## src/shared/rpvm_pkg.sv

```systemverilog
// Contract
// - Report the length of the last line seen in the latest frame.
// - With change interrupt enabled, hold the reported length until read.
// - Reading the high byte latches the low byte for a coherent pair.
// - Capture a new frequency only when it moves beyond the hysteresis.
// - Declare the clock stable after it stays in band for the selected time.
// - Flag a missing link clock when frequency is below the low limit.
// - Two free scratch bytes, reset to 0x00 and 0x01.
// - Sticky length-mismatch flag at bit 3, cleared on read.
// - Sticky payload checksum flag at bit 2, cleared on read.
// - Sticky multi-bit header flag at bit 1, header left uncorrected.
// - Correct single-bit header errors, sticky flag at bit 0.
// - Port-select register at 0x4C steers per-port register accesses.
package rpvm_pkg;

  localparam int CLK_PERIOD_NS = 20;
  localparam int NUM_PORTS     = 4;
  localparam int LEN_W         = 16;
  localparam int FREQ_W        = 8;
  localparam int HDR_W         = 24;
  localparam int POS_W         = 5;
  localparam int FLAG_W        = 4;

  localparam logic [7:0] ADDR_PORT_SEL = 8'h4C;
  localparam logic [7:0] ADDR_LEN_HI   = 8'h75;
  localparam logic [7:0] ADDR_LEN_LO   = 8'h76;
  localparam logic [7:0] ADDR_FREQ_CTL = 8'h77;
  localparam logic [7:0] ADDR_MBOX_A   = 8'h78;
  localparam logic [7:0] ADDR_MBOX_B   = 8'h79;
  localparam logic [7:0] ADDR_FLAGS    = 8'h7A;

  localparam int HYST_LSB   = 6;
  localparam int STABLE_LSB = 4;
  localparam int LOW_LSB    = 0;
  localparam int FLAG_LEN   = 3;
  localparam int FLAG_CKSUM = 2;
  localparam int FLAG_ECC2  = 1;
  localparam int FLAG_ECC1  = 0;

  localparam logic [7:0] FREQ_CTL_RST = 8'hC5;
  localparam logic [7:0] MBOX_A_RST   = 8'h00;
  localparam logic [7:0] MBOX_B_RST   = 8'h01;
  localparam logic [7:0] PORT_SEL_RST = 8'h00;
  localparam logic [15:0] LEN_RST     = 16'h0000;

  localparam int STABLE_T0_NS = 40000;
  localparam int STABLE_T1_NS = 80000;
  localparam int STABLE_T2_NS = 320000;
  localparam int STABLE_T3_NS = 1280000;

  // A least time rounds up to whole cycles.
  function automatic int to_cycles(input int ns);
    return (ns + CLK_PERIOD_NS - 1) / CLK_PERIOD_NS;
  endfunction

  localparam int STABLE_CYC0 = to_cycles(STABLE_T0_NS);
  localparam int STABLE_CYC1 = to_cycles(STABLE_T1_NS);
  localparam int STABLE_CYC2 = to_cycles(STABLE_T2_NS);
  localparam int STABLE_CYC3 = to_cycles(STABLE_T3_NS);

  function automatic logic [FREQ_W-1:0] freq_dist(
    input logic [FREQ_W-1:0] a,
    input logic [FREQ_W-1:0] b);
    return (a > b) ? a - b : b - a;
  endfunction

  typedef enum logic [2:0] {
    LL_RUN     = 3'b001,
    LL_FROZEN  = 3'b010,
    LL_HI_READ = 3'b100
  } rpvm_ll_state_t;

endpackage

```

## src/hw/rpvm_line_len.sv

```systemverilog
`timescale 1ns/1ps
module rpvm_line_len (
  // Clock and reset
  input  wire logic                       sys_clk,
  input  wire logic                       sys_rst,
  // Video line events
  input  wire logic                       line_end,
  input  wire logic [rpvm_pkg::LEN_W-1:0] line_len,
  input  wire logic                       frame_end,
  input  wire logic                       freeze_en,
  // Register reads
  input  wire logic                       rd_hi,
  input  wire logic                       rd_lo,
  output logic      [rpvm_pkg::LEN_W-1:0] len_report,
  output logic      [7:0]                 lo_read
);
  import rpvm_pkg::*;

  logic [LEN_W-1:0] cur_q, cur_d, rep_q, rep_d;
  logic [7:0]       latch_q, latch_d;
  logic             pend_q, pend_d;
  rpvm_ll_state_t   st_q, st_d;

  always_comb begin
    cur_d   = line_end ? line_len : cur_q;
    rep_d   = rep_q;
    st_d    = st_q;
    latch_d = latch_q;
    pend_d  = pend_q;
    if (rd_hi) begin
      latch_d = rep_q[7:0];
      pend_d  = 1'b1;
    end else if (rd_lo) begin
      pend_d = 1'b0;
    end
    unique case (st_q)
      LL_RUN: if (frame_end) begin
        rep_d = cur_d;
        if (freeze_en) st_d = LL_FROZEN;
      end
      LL_FROZEN: if (!freeze_en) st_d = LL_RUN;
        else if (rd_hi) st_d = LL_HI_READ;
      LL_HI_READ: if (!freeze_en || rd_lo) st_d = LL_RUN;
      default: st_d = LL_RUN;
    endcase
  end

  always_ff @(posedge sys_clk) begin
    if (sys_rst) begin
      cur_q   <= LEN_RST;
      rep_q   <= LEN_RST;
      latch_q <= 8'h00;
      pend_q  <= 1'b0;
      st_q    <= LL_RUN;
    end else begin
      cur_q   <= cur_d;
      rep_q   <= rep_d;
      latch_q <= latch_d;
      pend_q  <= pend_d;
      st_q    <= st_d;
    end
  end

  assign len_report = rep_q;
  // A lone low read with no pending high read sees the live value.
  assign lo_read    = pend_q ? latch_q : rep_q[7:0];

  a_final_line_len: assert property (@(posedge sys_clk) disable iff (sys_rst)
    st_q == LL_RUN && frame_end && line_end |=> rep_q == $past(line_len))
    else $error("length is not the frame's last line");
  a_frozen_hold: assert property (@(posedge sys_clk) disable iff (sys_rst)
    st_q != LL_RUN |=> rep_q == $past(rep_q))
    else $error("frozen line length changed");
  a_lo_coherent: assert property (@(posedge sys_clk) disable iff (sys_rst)
    rd_hi |=> lo_read == $past(rep_q[7:0]))
    else $error("low byte not coherent with high byte");
  a_freeze_release: assert property (@(posedge sys_clk) disable iff (sys_rst)
    st_q == LL_HI_READ && rd_lo |=> st_q == LL_RUN)
    else $error("freeze not released after low read");

endmodule // rpvm_line_len

```

## src/hw/rpvm_freq_det.sv

```systemverilog
`timescale 1ns/1ps
module rpvm_freq_det #(
  parameter int CYC0  = rpvm_pkg::STABLE_CYC0,
  parameter int CYC1  = rpvm_pkg::STABLE_CYC1,
  parameter int CYC2  = rpvm_pkg::STABLE_CYC2,
  parameter int CYC3  = rpvm_pkg::STABLE_CYC3,
  parameter int CNT_W = 17
) (
  // Clock and reset
  input  wire logic                        sys_clk,
  input  wire logic                        sys_rst,
  // Measurement and control fields
  input  wire logic                        meas_valid,
  input  wire logic [rpvm_pkg::FREQ_W-1:0] freq_meas,
  input  wire logic [1:0]                  hyst,
  input  wire logic [1:0]                  stable_sel,
  input  wire logic [3:0]                  low_limit,
  // Status
  output logic      [rpvm_pkg::FREQ_W-1:0] freq_held,
  output logic                             freq_stable,
  output logic                             clk_missing
);
  import rpvm_pkg::*;

  if (CYC0 < 1 || CYC1 < 1 || CYC2 < 1 || CYC3 < 1 ||
      CYC0 >= 2**CNT_W || CYC1 >= 2**CNT_W ||
      CYC3 >= 2**CNT_W || CYC2 >= 2**CNT_W) begin : g_bad
    $error("stable counts do not fit the counter");
  end

  logic [FREQ_W-1:0] freq_q, freq_d;
  logic [CNT_W-1:0]  cnt_q, cnt_d, limit;
  logic              stable_q, stable_d, miss_q, miss_d, capture;

  always_comb begin
    unique case (stable_sel)
      2'h0: limit = CNT_W'(CYC0);
      2'h1: limit = CNT_W'(CYC1);
      2'h2: limit = CNT_W'(CYC2);
      2'h3: limit = CNT_W'(CYC3);
    endcase
    capture = meas_valid &&
              freq_dist(freq_meas, freq_q) > {6'h00, hyst};
    freq_d  = capture ? freq_meas : freq_q;
    cnt_d    = capture ? '0 : (cnt_q >= limit ? cnt_q : cnt_q + 1'b1);
    stable_d = cnt_d >= limit;
    miss_d   = freq_d < {4'h0, low_limit};
  end

  always_ff @(posedge sys_clk) begin
    if (sys_rst) begin
      freq_q   <= '0;
      cnt_q    <= '0;
      stable_q <= 1'b0;
      miss_q   <= 1'b1;
    end else begin
      freq_q   <= freq_d;
      cnt_q    <= cnt_d;
      stable_q <= stable_d;
      miss_q   <= miss_d;
    end
  end

  assign freq_held   = freq_q;
  assign freq_stable = stable_q;
  assign clk_missing = miss_q;

  a_hyst_capture: assert property (@(posedge sys_clk) disable iff (sys_rst)
    meas_valid && freq_dist(freq_meas, freq_q) <= {6'h00, hyst}
    |=> freq_q == $past(freq_q))
    else $error("frequency moved inside hysteresis band");
  a_stable_time: assert property (@(posedge sys_clk) disable iff (sys_rst)
    capture |=> !stable_q ##0 (!stable_q || cnt_q >= limit))
    else $error("stable declared before its time");
  a_low_limit_flag: assert property (@(posedge sys_clk) disable iff (sys_rst)
    1'b1 |=> miss_q == (freq_q < {4'h0, $past(low_limit)}))
    else $error("missing clock flag disagrees with limit");

endmodule // rpvm_freq_det

```

## src/hw/rpvm_top.sv

```systemverilog
`timescale 1ns/1ps
module rpvm_top #(
  parameter int NUM_PORTS   = rpvm_pkg::NUM_PORTS,
  parameter int STABLE_CYC2 = rpvm_pkg::STABLE_CYC2,
  parameter int STABLE_CYC3 = rpvm_pkg::STABLE_CYC3
) (
  // Clock and reset
  input  wire logic                        sys_clk,
  input  wire logic                        sys_rst,

  // Register access
  input  wire logic [7:0]                  reg_addr,
  input  wire logic                        reg_wr,
  input  wire logic                        reg_rd,
  input  wire logic [7:0]                  reg_wdata,
  output logic      [7:0]                  reg_rdata,
  output logic                             reg_rvalid,

  // Video line measurement
  input  wire logic [NUM_PORTS-1:0]        line_end,
  input  wire logic [NUM_PORTS-1:0][rpvm_pkg::LEN_W-1:0] line_len,
  input  wire logic [NUM_PORTS-1:0]        frame_end,
  input  wire logic [NUM_PORTS-1:0]        line_length_change_irq_enable,

  // Link clock frequency
  input  wire logic [NUM_PORTS-1:0]        freq_valid,
  input  wire logic [NUM_PORTS-1:0][rpvm_pkg::FREQ_W-1:0] freq_meas,
  output logic      [NUM_PORTS-1:0][rpvm_pkg::FREQ_W-1:0] freq_held,
  output logic      [NUM_PORTS-1:0]        freq_stable,
  output logic      [NUM_PORTS-1:0]        link_clock_missing,

  // Packet error events
  input  wire logic [NUM_PORTS-1:0]        pkt_len_mismatch,
  input  wire logic [NUM_PORTS-1:0]        pkt_cksum_bad,
  input  wire logic [NUM_PORTS-1:0]        hdr_ecc_multi,
  input  wire logic [NUM_PORTS-1:0]        hdr_ecc_single,

  // Packet header correction
  input  wire logic [NUM_PORTS-1:0]        hdr_valid,
  input  wire logic [NUM_PORTS-1:0][rpvm_pkg::HDR_W-1:0] hdr_in,
  input  wire logic [NUM_PORTS-1:0][rpvm_pkg::POS_W-1:0] hdr_err_pos,
  output logic      [NUM_PORTS-1:0]        hdr_out_valid,
  output logic      [NUM_PORTS-1:0][rpvm_pkg::HDR_W-1:0] hdr_out
);
  import rpvm_pkg::*;

  localparam int PSEL_W = $clog2(NUM_PORTS);

  if (NUM_PORTS < 2 || NUM_PORTS > 8) begin : g_bad_ports
    $error("NUM_PORTS must lie between 2 and 8");
  end

  // Register file state.
  logic [PSEL_W-1:0]              sel_q, sel_d;
  logic [NUM_PORTS-1:0][7:0]      freq_ctl_q, freq_ctl_d;
  logic [NUM_PORTS-1:0][7:0]      mbox_a_q, mbox_a_d;
  logic [NUM_PORTS-1:0][7:0]      mbox_b_q, mbox_b_d;
  logic [NUM_PORTS-1:0][FLAG_W-1:0] flags_q, flags_d;
  logic [7:0]                     rdata_q, rdata_d;
  logic                           rvalid_q, rvalid_d;

  // Header path state.
  logic [NUM_PORTS-1:0][HDR_W-1:0] hdr_q, hdr_d;
  logic [NUM_PORTS-1:0]            hdr_v_q, hdr_v_d;

  // Per-port read strobes and submodule results.
  logic [NUM_PORTS-1:0]            rd_hi, rd_lo, rd_flags;
  logic [NUM_PORTS-1:0][LEN_W-1:0] len_rep;
  logic [NUM_PORTS-1:0][7:0]       len_lo;

  always_comb begin
    for (int p = 0; p < NUM_PORTS; p++) begin
      rd_hi[p]    = reg_rd && reg_addr == ADDR_LEN_HI &&
                    sel_q == PSEL_W'(p);
      rd_lo[p]    = reg_rd && reg_addr == ADDR_LEN_LO &&
                    sel_q == PSEL_W'(p);
      rd_flags[p] = reg_rd && reg_addr == ADDR_FLAGS &&
                    sel_q == PSEL_W'(p);
    end
  end

  // Register writes.
  always_comb begin
    sel_d      = sel_q;
    freq_ctl_d = freq_ctl_q;
    mbox_a_d   = mbox_a_q;
    mbox_b_d   = mbox_b_q;
    if (reg_wr) begin
      unique case (reg_addr)
        ADDR_PORT_SEL: begin
          // A select beyond the last port is dropped to keep reads defined.
          if (reg_wdata < 8'(NUM_PORTS)) begin
            sel_d = reg_wdata[PSEL_W-1:0];
          end
        end
        ADDR_FREQ_CTL: freq_ctl_d[sel_q] = reg_wdata;
        ADDR_MBOX_A:   mbox_a_d[sel_q] = reg_wdata;
        ADDR_MBOX_B:   mbox_b_d[sel_q] = reg_wdata;
        default: ;
      endcase
    end
  end

  always_ff @(posedge sys_clk) begin
    if (sys_rst) begin
      sel_q      <= PSEL_W'(PORT_SEL_RST);
      freq_ctl_q <= {NUM_PORTS{FREQ_CTL_RST}};
      mbox_a_q   <= {NUM_PORTS{MBOX_A_RST}};
      mbox_b_q   <= {NUM_PORTS{MBOX_B_RST}};
    end else begin
      sel_q      <= sel_d;
      freq_ctl_q <= freq_ctl_d;
      mbox_a_q   <= mbox_a_d;
      mbox_b_q   <= mbox_b_d;
    end
  end

  // Sticky error flags: a new event in the read cycle survives the clear.
  always_comb begin
    for (int p = 0; p < NUM_PORTS; p++) begin
      flags_d[p] = rd_flags[p] ? '0 : flags_q[p];
      flags_d[p][FLAG_LEN]   = flags_d[p][FLAG_LEN]   | pkt_len_mismatch[p];
      flags_d[p][FLAG_CKSUM] = flags_d[p][FLAG_CKSUM] | pkt_cksum_bad[p];
      flags_d[p][FLAG_ECC2]  = flags_d[p][FLAG_ECC2]  | hdr_ecc_multi[p];
      flags_d[p][FLAG_ECC1]  = flags_d[p][FLAG_ECC1]  | hdr_ecc_single[p];
    end
  end

  always_ff @(posedge sys_clk) begin
    if (sys_rst) begin
      flags_q <= '0;
    end else begin
      flags_q <= flags_d;
    end
  end

  // Header path: one register stage, single-bit errors repaired.
  always_comb begin
    for (int p = 0; p < NUM_PORTS; p++) begin
      hdr_v_d[p] = hdr_valid[p];
      hdr_d[p]   = hdr_in[p];
      if (hdr_ecc_single[p] && !hdr_ecc_multi[p]) begin
        hdr_d[p] = hdr_in[p] ^ (HDR_W'(1) << hdr_err_pos[p]);
      end
    end
  end

  always_ff @(posedge sys_clk) begin
    if (sys_rst) begin
      hdr_q   <= '0;
      hdr_v_q <= '0;
    end else begin
      hdr_q   <= hdr_d;
      hdr_v_q <= hdr_v_d;
    end
  end

  assign hdr_out       = hdr_q;
  assign hdr_out_valid = hdr_v_q;

  // Read data: registered, standing until the next read.
  always_comb begin
    rdata_d  = rdata_q;
    rvalid_d = reg_rd;
    if (reg_rd) begin
      case (reg_addr)
        ADDR_PORT_SEL: rdata_d = 8'(sel_q);
        ADDR_LEN_HI:   rdata_d = len_rep[sel_q][15:8];
        ADDR_LEN_LO:   rdata_d = len_lo[sel_q];
        ADDR_FREQ_CTL: rdata_d = freq_ctl_q[sel_q];
        ADDR_MBOX_A:   rdata_d = mbox_a_q[sel_q];
        ADDR_MBOX_B:   rdata_d = mbox_b_q[sel_q];
        ADDR_FLAGS:    rdata_d = {4'h0, flags_q[sel_q]};
        default:       rdata_d = 8'h00;
      endcase
    end
  end

  always_ff @(posedge sys_clk) begin
    if (sys_rst) begin
      rdata_q  <= 8'h00;
      rvalid_q <= 1'b0;
    end else begin
      rdata_q  <= rdata_d;
      rvalid_q <= rvalid_d;
    end
  end

  assign reg_rdata  = rdata_q;
  assign reg_rvalid = rvalid_q;

  for (genvar p = 0; p < NUM_PORTS; p++) begin : g_port
    rpvm_line_len u_len (
      .sys_clk    (sys_clk),
      .sys_rst    (sys_rst),
      .line_end   (line_end[p]),
      .line_len   (line_len[p]),
      .frame_end  (frame_end[p]),
      .freeze_en  (line_length_change_irq_enable[p]),
      .rd_hi      (rd_hi[p]),
      .rd_lo      (rd_lo[p]),
      .len_report (len_rep[p]),
      .lo_read    (len_lo[p])
    );

    rpvm_freq_det #(
      .CYC2 (STABLE_CYC2),
      .CYC3 (STABLE_CYC3)
    ) u_freq (
      .sys_clk     (sys_clk),
      .sys_rst     (sys_rst),
      .meas_valid  (freq_valid[p]),
      .freq_meas   (freq_meas[p]),
      .hyst        (freq_ctl_q[p][HYST_LSB+1:HYST_LSB]),
      .stable_sel  (freq_ctl_q[p][STABLE_LSB+1:STABLE_LSB]),
      .low_limit   (freq_ctl_q[p][LOW_LSB+3:LOW_LSB]),
      .freq_held   (freq_held[p]),
      .freq_stable (freq_stable[p]),
      .clk_missing (link_clock_missing[p])
    );

    // Flags may only rise by an event and fall by a read of their port.
    a_len_flag_set: assert property (
      @(posedge sys_clk) disable iff (sys_rst)
      pkt_len_mismatch[p] |=> flags_q[p][FLAG_LEN])
      else $error("length mismatch flag not set");

    a_len_read_clear: assert property (
      @(posedge sys_clk) disable iff (sys_rst)
      rd_flags[p] && !pkt_len_mismatch[p] |=> !flags_q[p][FLAG_LEN])
      else $error("length flag not cleared by read");

    a_flags_sticky: assert property (
      @(posedge sys_clk) disable iff (sys_rst)
      !rd_flags[p] |=> (flags_q[p] & $past(flags_q[p])) == $past(flags_q[p]))
      else $error("error flag dropped without a read");

    a_cksum_flag_set: assert property (
      @(posedge sys_clk) disable iff (sys_rst)
      pkt_cksum_bad[p] |=> flags_q[p][FLAG_CKSUM])
      else $error("checksum flag not set");

    a_cksum_read_clear: assert property (
      @(posedge sys_clk) disable iff (sys_rst)
      rd_flags[p] && !pkt_cksum_bad[p] |=> !flags_q[p][FLAG_CKSUM])
      else $error("checksum flag not cleared by read");

    a_multi_untouched: assert property (
      @(posedge sys_clk) disable iff (sys_rst)
      hdr_ecc_multi[p] |=> hdr_out[p] == $past(hdr_in[p])
        && flags_q[p][FLAG_ECC2])
      else $error("multi-bit header altered or unflagged");

    a_multi_read_clear: assert property (
      @(posedge sys_clk) disable iff (sys_rst)
      rd_flags[p] && !hdr_ecc_multi[p] |=> !flags_q[p][FLAG_ECC2])
      else $error("multi-bit flag not cleared by read");

    a_single_repair: assert property (
      @(posedge sys_clk) disable iff (sys_rst)
      hdr_ecc_single[p] && !hdr_ecc_multi[p] && hdr_err_pos[p] < POS_W'(HDR_W)
      |=> hdr_out[p] != $past(hdr_in[p]) && flags_q[p][FLAG_ECC1])
      else $error("single-bit header not repaired");

    a_single_read_clear: assert property (
      @(posedge sys_clk) disable iff (sys_rst)
      rd_flags[p] && !hdr_ecc_single[p] |=> !flags_q[p][FLAG_ECC1])
      else $error("single-bit flag not cleared by read");
  end

  a_reserved_zero: assert property (
    @(posedge sys_clk) disable iff (sys_rst)
    reg_rd && reg_addr == ADDR_FLAGS |=> reg_rvalid && reg_rdata[7:4] == 4'h0)
    else $error("reserved flag bits not zero");

  a_scratch_reset: assert property (
    @(posedge sys_clk)
    sys_rst |=> mbox_a_q[0] == MBOX_A_RST && mbox_b_q[0] == MBOX_B_RST)
    else $error("scratch bytes not at reset value");

  a_scratch_hold: assert property (
    @(posedge sys_clk) disable iff (sys_rst)
    !reg_wr |=> mbox_b_q == $past(mbox_b_q))
    else $error("scratch byte changed without a write");

  a_port_route: assert property (
    @(posedge sys_clk) disable iff (sys_rst)
    reg_wr && reg_addr == ADDR_MBOX_A
    |=> mbox_a_q[$past(sel_q)] == $past(reg_wdata))
    else $error("write not routed to selected port");

  a_read_route: assert property (
    @(posedge sys_clk) disable iff (sys_rst)
    reg_rd && reg_addr == ADDR_MBOX_B |=> reg_rdata == $past(mbox_b_q[sel_q]))
    else $error("read not routed to selected port");

endmodule // rpvm_top

```

## config.mk

```make
export PLATFORM = sky130hd
export DESIGN_NAME = rpvm_top
export DESIGN_NICKNAME = d
export VERILOG_FILES = /design/src/shared/rpvm_pkg.sv /design/src/hw/rpvm_line_len.sv /design/src/hw/rpvm_freq_det.sv /design/src/hw/rpvm_top.sv
export SDC_FILE = /design/constraint.sdc
export NUM_CORES = 1
export LEC_CHECK = 0
export BUFFER_PORTS_ARGS = -buffer_cell sky130_fd_sc_hd__buf_2
export CORE_ASPECT_RATIO = 1.1
export CORE_UTILIZATION = 45
export DETAILED_ROUTE_END_ITERATION = 8
export PLACE_DENSITY = 0.76
export SYNTH_ARGS = -nofsm -noshare
export SYNTH_HDL_FRONTEND = slang
export SYNTH_HIERARCHICAL = 1
export SYNTH_SLANG_ARGS = --single-unit
```

## constraint.sdc

```tcl
create_clock -name sys_clk -period 6.31 [get_ports sys_clk]
set_input_delay 0.3155 -clock sys_clk [delete_from_list [all_inputs] [get_ports sys_clk]]
set_output_delay 0.3155 -clock sys_clk [all_outputs]
set_load 0.01 [all_outputs]
```

==> out/qor.yml, run 1 <==
drt_iter0_drc: 1717
cts_tree: "built"
ys_top_cells_by_area: "dfxtp_1 36%, ha_1 7.9%, mux2i_1 7.2%"
fin_skew_ns: 0.0534
synth-edff-count: 0
critPathMaxFanout: 24
routedWlPerCell_um: 18.2
start_util: 0.456
routabilityCongestion: 0.956
synth.cells.most_frequent: "507 x dfxtp_1, 488 x nor2_1, 199 x mux2i_1"
via_count: 24700
setup_slack_ns: 0.389
arrival_ns: 6.46
fin_crit_ns: 5.92
grt_max_degree: 115
design.core.area_um2: 61100
htreeDepth: 2
dpl_cell_area_um2: 30200
drive_gt1_frac: 0.200
grt_pass1_vias: 24600
fin_nets: 4047
pwr-share-clk: 0.421
startpoint_type: "input pin"
worst_slew_pin_slew_ns: 1.17
yosysWarnings: 6
clkSinkCount: 507
vias_per_cell: 5.53
synthCells: 3084
status: "completed"
row_count: 95
post-synth-top-count-cell: "dfxtp_1"
fp.dieW_um: 239
clk_pin_slew_ns: 0.06
cellPowerDensity_nw_per_um2: 234
clk_path_buf_depth: 3
synth_fp_nets: 3536
avgSynthCellArea_um2: 9.03
rsz0062_at_grt: "false"
gr-usage-all-layers: 0.251
drc: 0
antenna_found_initial: 11
hold_viol_final: 0
synth.distinct_cells: 87
fillers: 5226
post_cts_buffers: 0
worstSetupPathType: "in -> reg"
async_reset_ff_frac: 0
p_sw_uw: 2190
p_leak_uw: 0.0143
p_int_uw: 5790
die-area_um2: 62900
vdd_drop_max_uv: 258
seq_area_frac_synth: 0.365
synth-seq-cells: 507
synth_top_area_cell: "dfxtp_1"
area_growth_pct: 22.6
maxClockFrequency_ghz: 0.169
cp.required_ns: 6.85
drt-total-wl_um: 81600
drv_slew: 0
cts_root_buffer: "clkbuf_16"
fin_total_pwr_uw: 7980
synth_flop_cell: "dfxtp_1"
yosys.area.top_type_share: 0.365
cts_buffers: 55
cts_hold_buf: 200
final_cell_area_um2: 34100
seq_power_share: 0.427
clock_latency_ns: 0.65
ant_nets: 0
p_comb_frac: 0.152
grt_pass1_wl_um: 128000
hpwl_um: 56100
post-route-period-util: 0.938
dieHeight_um: 263
min_path_type: "in -> reg"
hold_slack_ns: 0.0328
top_level_ports: 417
synth_area_um2: 27800
io_buffers: 416
setup_viol_count_final: 0
pre_cts_ws_ns: 0.438
drv_cap: 0
grt-ovfl-total: 0
swShare: 0.275
slew-limit-headroom: 0.220
fin_setup_tns_ns: 0
reg2reg_slack_ns: 0.40
drt_pre_antenna_iters: 6
cts_resized: 0
endpoint_kind: "register"
[sequential cells by signal, summed over array words and instances (netlist names)]
| register | cells |
|---|---|
| g_port.u_len/len_report | 64 |
| g_port.u_freq/clk_missing | 4 |
| g_port.u_freq/cnt_q | 68 |
| sel_q | 2 |
| g_port.u_len/latch_q | 32 |
| g_port.u_len/st_q | 12 |
| g_port.u_len/cur_q | 64 |
| g_port.u_freq/freq_held | 32 |
| reg_rvalid | 1 |
| freq_ctl_q | 32 |
| g_port.u_len/pend_q | 4 |
| mbox_a_q | 32 |
| hdr_out_valid | 4 |
| flags_q | 16 |
| hdr_out | 96 |
| reg_rdata | 8 |
| g_port.u_freq/freq_stable | 4 |
| mbox_b_q | 32 |
[per-stage QoR]
step / utilization / instances
finish: 0.558 / 4474
detailed placement: 0.494 / 4162
CTS: 0.558 / 4465
global placement: 0.494 / 4162
global route: 0.558 / 4473
floorplan: - / 3084
[per-layer routing]
layer,part of all wire,up-vias,track usage
met5,0.00038,-,0
met4,0.049,4,0.121
met3,0.068,234,0.0454
met2,0.49,1046,0.435
met1,0.40,11700,0.296
li1,-,11800,-
[layout make-up]
cell class | count | area [um^2] | area share
timing repair buffer | 629 | 4200 | 0.123
tap | 824 | 1030 | 0.0302
sequential | 507 | 10200 | 0.298
antenna | 9 | 22.5 | 0.000660
multi-input combinational | 2256 | 16300 | 0.477
inverter | 146 | 548 | 0.0161
clock buffer | 74 | 1570 | 0.0460
clock inverter | 29 | 328 | 0.00961
[power groups by stage]
stage | logic [uW] | clock network, uW | registers, uW
CTS | 1180 | 3410 | 3400
finish | 1220 | 3360 | 3410
global placement | 1070 | 0 | 3470
detailed placement | 1080 | 0 | 3470
floorplan | 728 | 0 | 3480
global route | 1310 | 3540 | 3420
[worst paths after layout]
check,start,to,cells after the start
setup / recovery,freq_meas[16],g_port[2].u_freq/freq_stable,27
hold reg to reg,mbox_b_q[0],mbox_b_q[0],1
setup reg to reg,g_port[2].u_freq/freq_held[0],g_port[2].u_freq/freq_stable,24
hold / removal,line_len[32],g_port[2].u_len/cur_q[0],3
[placed cells by master (no fill, tap or decap), types with 24 or more instances in the layout]
cell | Yosys | layout
a211oi_1 | 27 | 27
nand3_1 | 70 | 70
nor3_1 | 50 | 50
mux2i_1 | 199 | 199
nand2b_1 | 60 | 60
inv_1 | 143 | 143
nor2_1 | 488 | 488
mux4_2 | 42 | 42
dfxtp_1 | 507 | 505
xnor2_1 | 35 | 35
buf_2 | 42 | 415
mux2_2 | 40 | 40
or3_1 | 31 | 31
a211oi_2 | 53 | 53
xor2_1 | 106 | 106
a21oi_1 | 146 | 146
ha_1 | 176 | 176
o21ai_0 | 82 | 82
clkbuf_16 | 0 | 55
a21o_1 | 24 | 24
nor2b_1 | 62 | 62
nand2_1 | 196 | 196
dlygate4sd3_1 | 0 | 200
[critical path: stages]
cell	delay, ns
dlygate4sd3_1	0.53
buf_2	0.14
inv_1	0.05
ha_1	0.16
inv_1	0.06
fa_1	0.40
a21o_1	0.17
a21oi_1	0.20
o22ai_1	0.10
o22ai_1	0.29
mux2_2	0.38
ha_1	0.29
nor2b_1	0.13
o21ai_0	0.25
o311ai_0	0.18
or4_1	0.53
or4_1	0.52
and3_4	0.31
nor2_1	0.15
ha_1	0.18
nand3_1	0.10
o22ai_1	0.13
o21ai_0	0.09
nand2b_1	0.09
a41oi_1	0.06
or4_4	0.51
a21oi_2	0.12
[cell families after synthesis]
kind of cell    Yosys count  synth area share
flops                   507             0.365
simple gates           1165             0.209
buf+inv                 321            0.0534
mux                     284             0.123
xor+xnor                141            0.0444
fa+ha+maj               184            0.0849
compound gates          482             0.121
Power figures use the tool's default switching activity.
==> run 2: changes to the inputs <==
CORE_UTILIZATION = 55   (was 45)
PLACE_DENSITY = 0.88   (was 0.76)
==> out/qor.yml, run 2 (synthesized netlist as in run 1, its figures left out) <==
status: "complete, but fails checks"
failed_checks: "negative hold slack"
worstReg2RegEnd: "g_port[0].u_freq/freq_stable"
ant_nets: 0
post_cts_buffers: 0
die-area_um2: 51500
arrival_ns: 6.44
grt_max_degree: 139
cts_tree: "built"
drc: 0
fin_crit_ns: 5.88
maxClockFrequency_ghz: 0.170
largest_reg_flops: 96
drv_cap: 0
io_buffers: 416
grt_pass1_wl_um: 140000
vias_per_cell: 6.08
worst_hold_path.endpoint: "g_port[1].u_len/cur_q[12]"
cellPowerDensity_nw_per_um2: 238
min_path_type: "in -> reg"
fin_setup_tns_ns: 0
setup_viol_count_final: 0
endpoint_kind: "register"
startpoint_type: "register"
clkSinkCount: 507
finalNonFillerCells: 4280
grt_pass1_vias: 25900
cts_buffers: 54
routedWlPerCell_um: 21.2
clock_latency_ns: 0.65
rr_startpoint: "g_port[0].u_freq/freq_held[0]"
vdd_drop_max_uv: 225
start_util: 0.556
fp.dieW_um: 217
rsz0062_at_grt: "false"
r2r_cells: 24
final_cell_mix: "505 x dfxtp_1, 488 x nor2_1, 415 x buf_2"
htreeDepth: 2
path_cells: "ha_1, inv_1, fa_1, a21o_1, a21oi_1, o22ai_1, o22ai_1, mux2_2, ha_1, nor2b_1, o21ai_0, o311ai_0, or4_1, or4_1, and3_4, nor2_1, ha_1, nand3_1, o22ai_1, o21ai_0, nand2b_1, a41oi_1, or4_4, a21oi_2"
drv_slew: 0
post-route-period-util: 0.932
clk_pin_slew_ns: 0.06
area_growth_pct: 20.6
cp_slowest_cell: "or4_1"
hold_viol_final: 1
cp.required_ns: 6.87
whs_path_depth: 3
reg2reg_slack_ns: 0.43
fillers: 3453
grt-ovfl-total: 0
via_count: 26000
cts_resized: 0
design.core.area_um2: 50000
slew-limit-headroom: 0.159
drt_iter0_drc: 2532
top_level_ports: 417
worst_slew_pin_slew_ns: 1.26
antenna_found_initial: 14
hold_slack_ns: -0.00412
cp.depth: 24
path_buf_inv: 1
gr-usage-all-layers: 0.342
clk_path_buf_depth: 3
fin_nets: 4015
crit_family: "simple AND/OR/NAND/NOR gates"
worstSetupPathType: "reg -> reg"
cts_root_buffer: "clkbuf_16"
hpwl_um: 57600
p_leak_uw: 0.0142
routabilityCongestion: 1.01
dp_cells: 3998
dieHeight_um: 238
drt-total-wl_um: 90800
drt_pre_antenna_iters: 9
hp-start: "line_len[28]"
critPathMaxFanout: 24
drive_gt1_frac: 0.202
row_count: 86
cp_slowest_stage_delay_ns: 0.52
layout_commonest_cell: "dfxtp_1"
fin_total_pwr_uw: 8010
fin_skew_ns: 0.0691
crit_start: "g_port[0].u_freq/freq_held[0]"
## run 2: how the worst max path moves through the flow
stage                                    to  slack (ns)
6_report       g_port[0].u_freq/freq_stable        0.43
5_1_grt        g_port[2].u_freq/freq_stable        0.07
4_1_cts        g_port[2].u_freq/freq_stable        0.53
3_5_place_dp   g_port[2].u_freq/freq_stable        0.46
3_3_place_gp   g_port[0].u_freq/freq_stable        0.67
2_1_floorplan  g_port[2].u_freq/freq_stable        0.63
## run 2: cell type report
cell class / count / area (um^2) / share of cell area
multi-input cells: 2256 / 16300 / 0.484
flip-flops and latches: 507 / 10200 / 0.302
repair buffers: 598 / 3890 / 0.116
clock buffers: 66 / 1470 / 0.0437
well taps: 660 / 826 / 0.0246
inverters: 146 / 548 / 0.0163
clock inverters: 35 / 404 / 0.0120
diodes: 12 / 30.0 / 0.000894
## run 2: worst register-to-register path, stage by stage, from the launching register on
cell and delay [ns]:
dfxtp_1 0.37, ha_1 0.18, inv_1 0.05, fa_1 0.41, a21o_1 0.17, a21oi_1 0.28, o22ai_1 0.14, o22ai_1 0.24
mux2_2 0.38, ha_1 0.29, nor2b_1 0.13, o21ai_0 0.21, o311ai_0 0.16, or4_1 0.52, or4_1 0.50, and3_4 0.31
nor2_1 0.16, ha_1 0.16, nand3_1 0.10, o22ai_1 0.19, o21ai_0 0.11, nand2b_1 0.08, a41oi_1 0.05, or4_4 0.51
a21oi_2 0.11
## run 2: repair_timing
action	in CTS	in global routing
hold buffers	169	0
endpoints found under the hold margin	169	0
endpoints found under the setup margin	0	0
## run 2: metal layers
metal  vias to the layer above  share of wire  wire, um  global-route usage
met2                      1650           0.48     43300               0.592
met1                     12200           0.35     31700               0.362
met5                         -        0.00030        27                   0
met3                       500          0.089      8090              0.0786
met4                         4          0.084      7660               0.255
li1                      11700              -         -                   -
## run 2: where the power goes
| part | switching, uW | internal (uW) | leakage (uW) |
|---|---|---|---|
| logic | 716 | 518 | 0.00909 |
| clock network | 1460 | 1890 | 0.000925 |
| registers | 96.4 | 3330 | 0.00416 |
## run 2: through the flow
stage                     setup slack [ns]   util  hold slack (ns)  area (um^2)
after floorplan                      0.625      -            0.399        27800
after detailed placement             0.460  0.599            0.456        30000
final                                0.431  0.671         -0.00412        33600
after global placement               0.667  0.599            0.441        30000
after global routing                0.0684  0.671           0.0138        33600
after CTS                            0.530  0.671         0.000181        33600
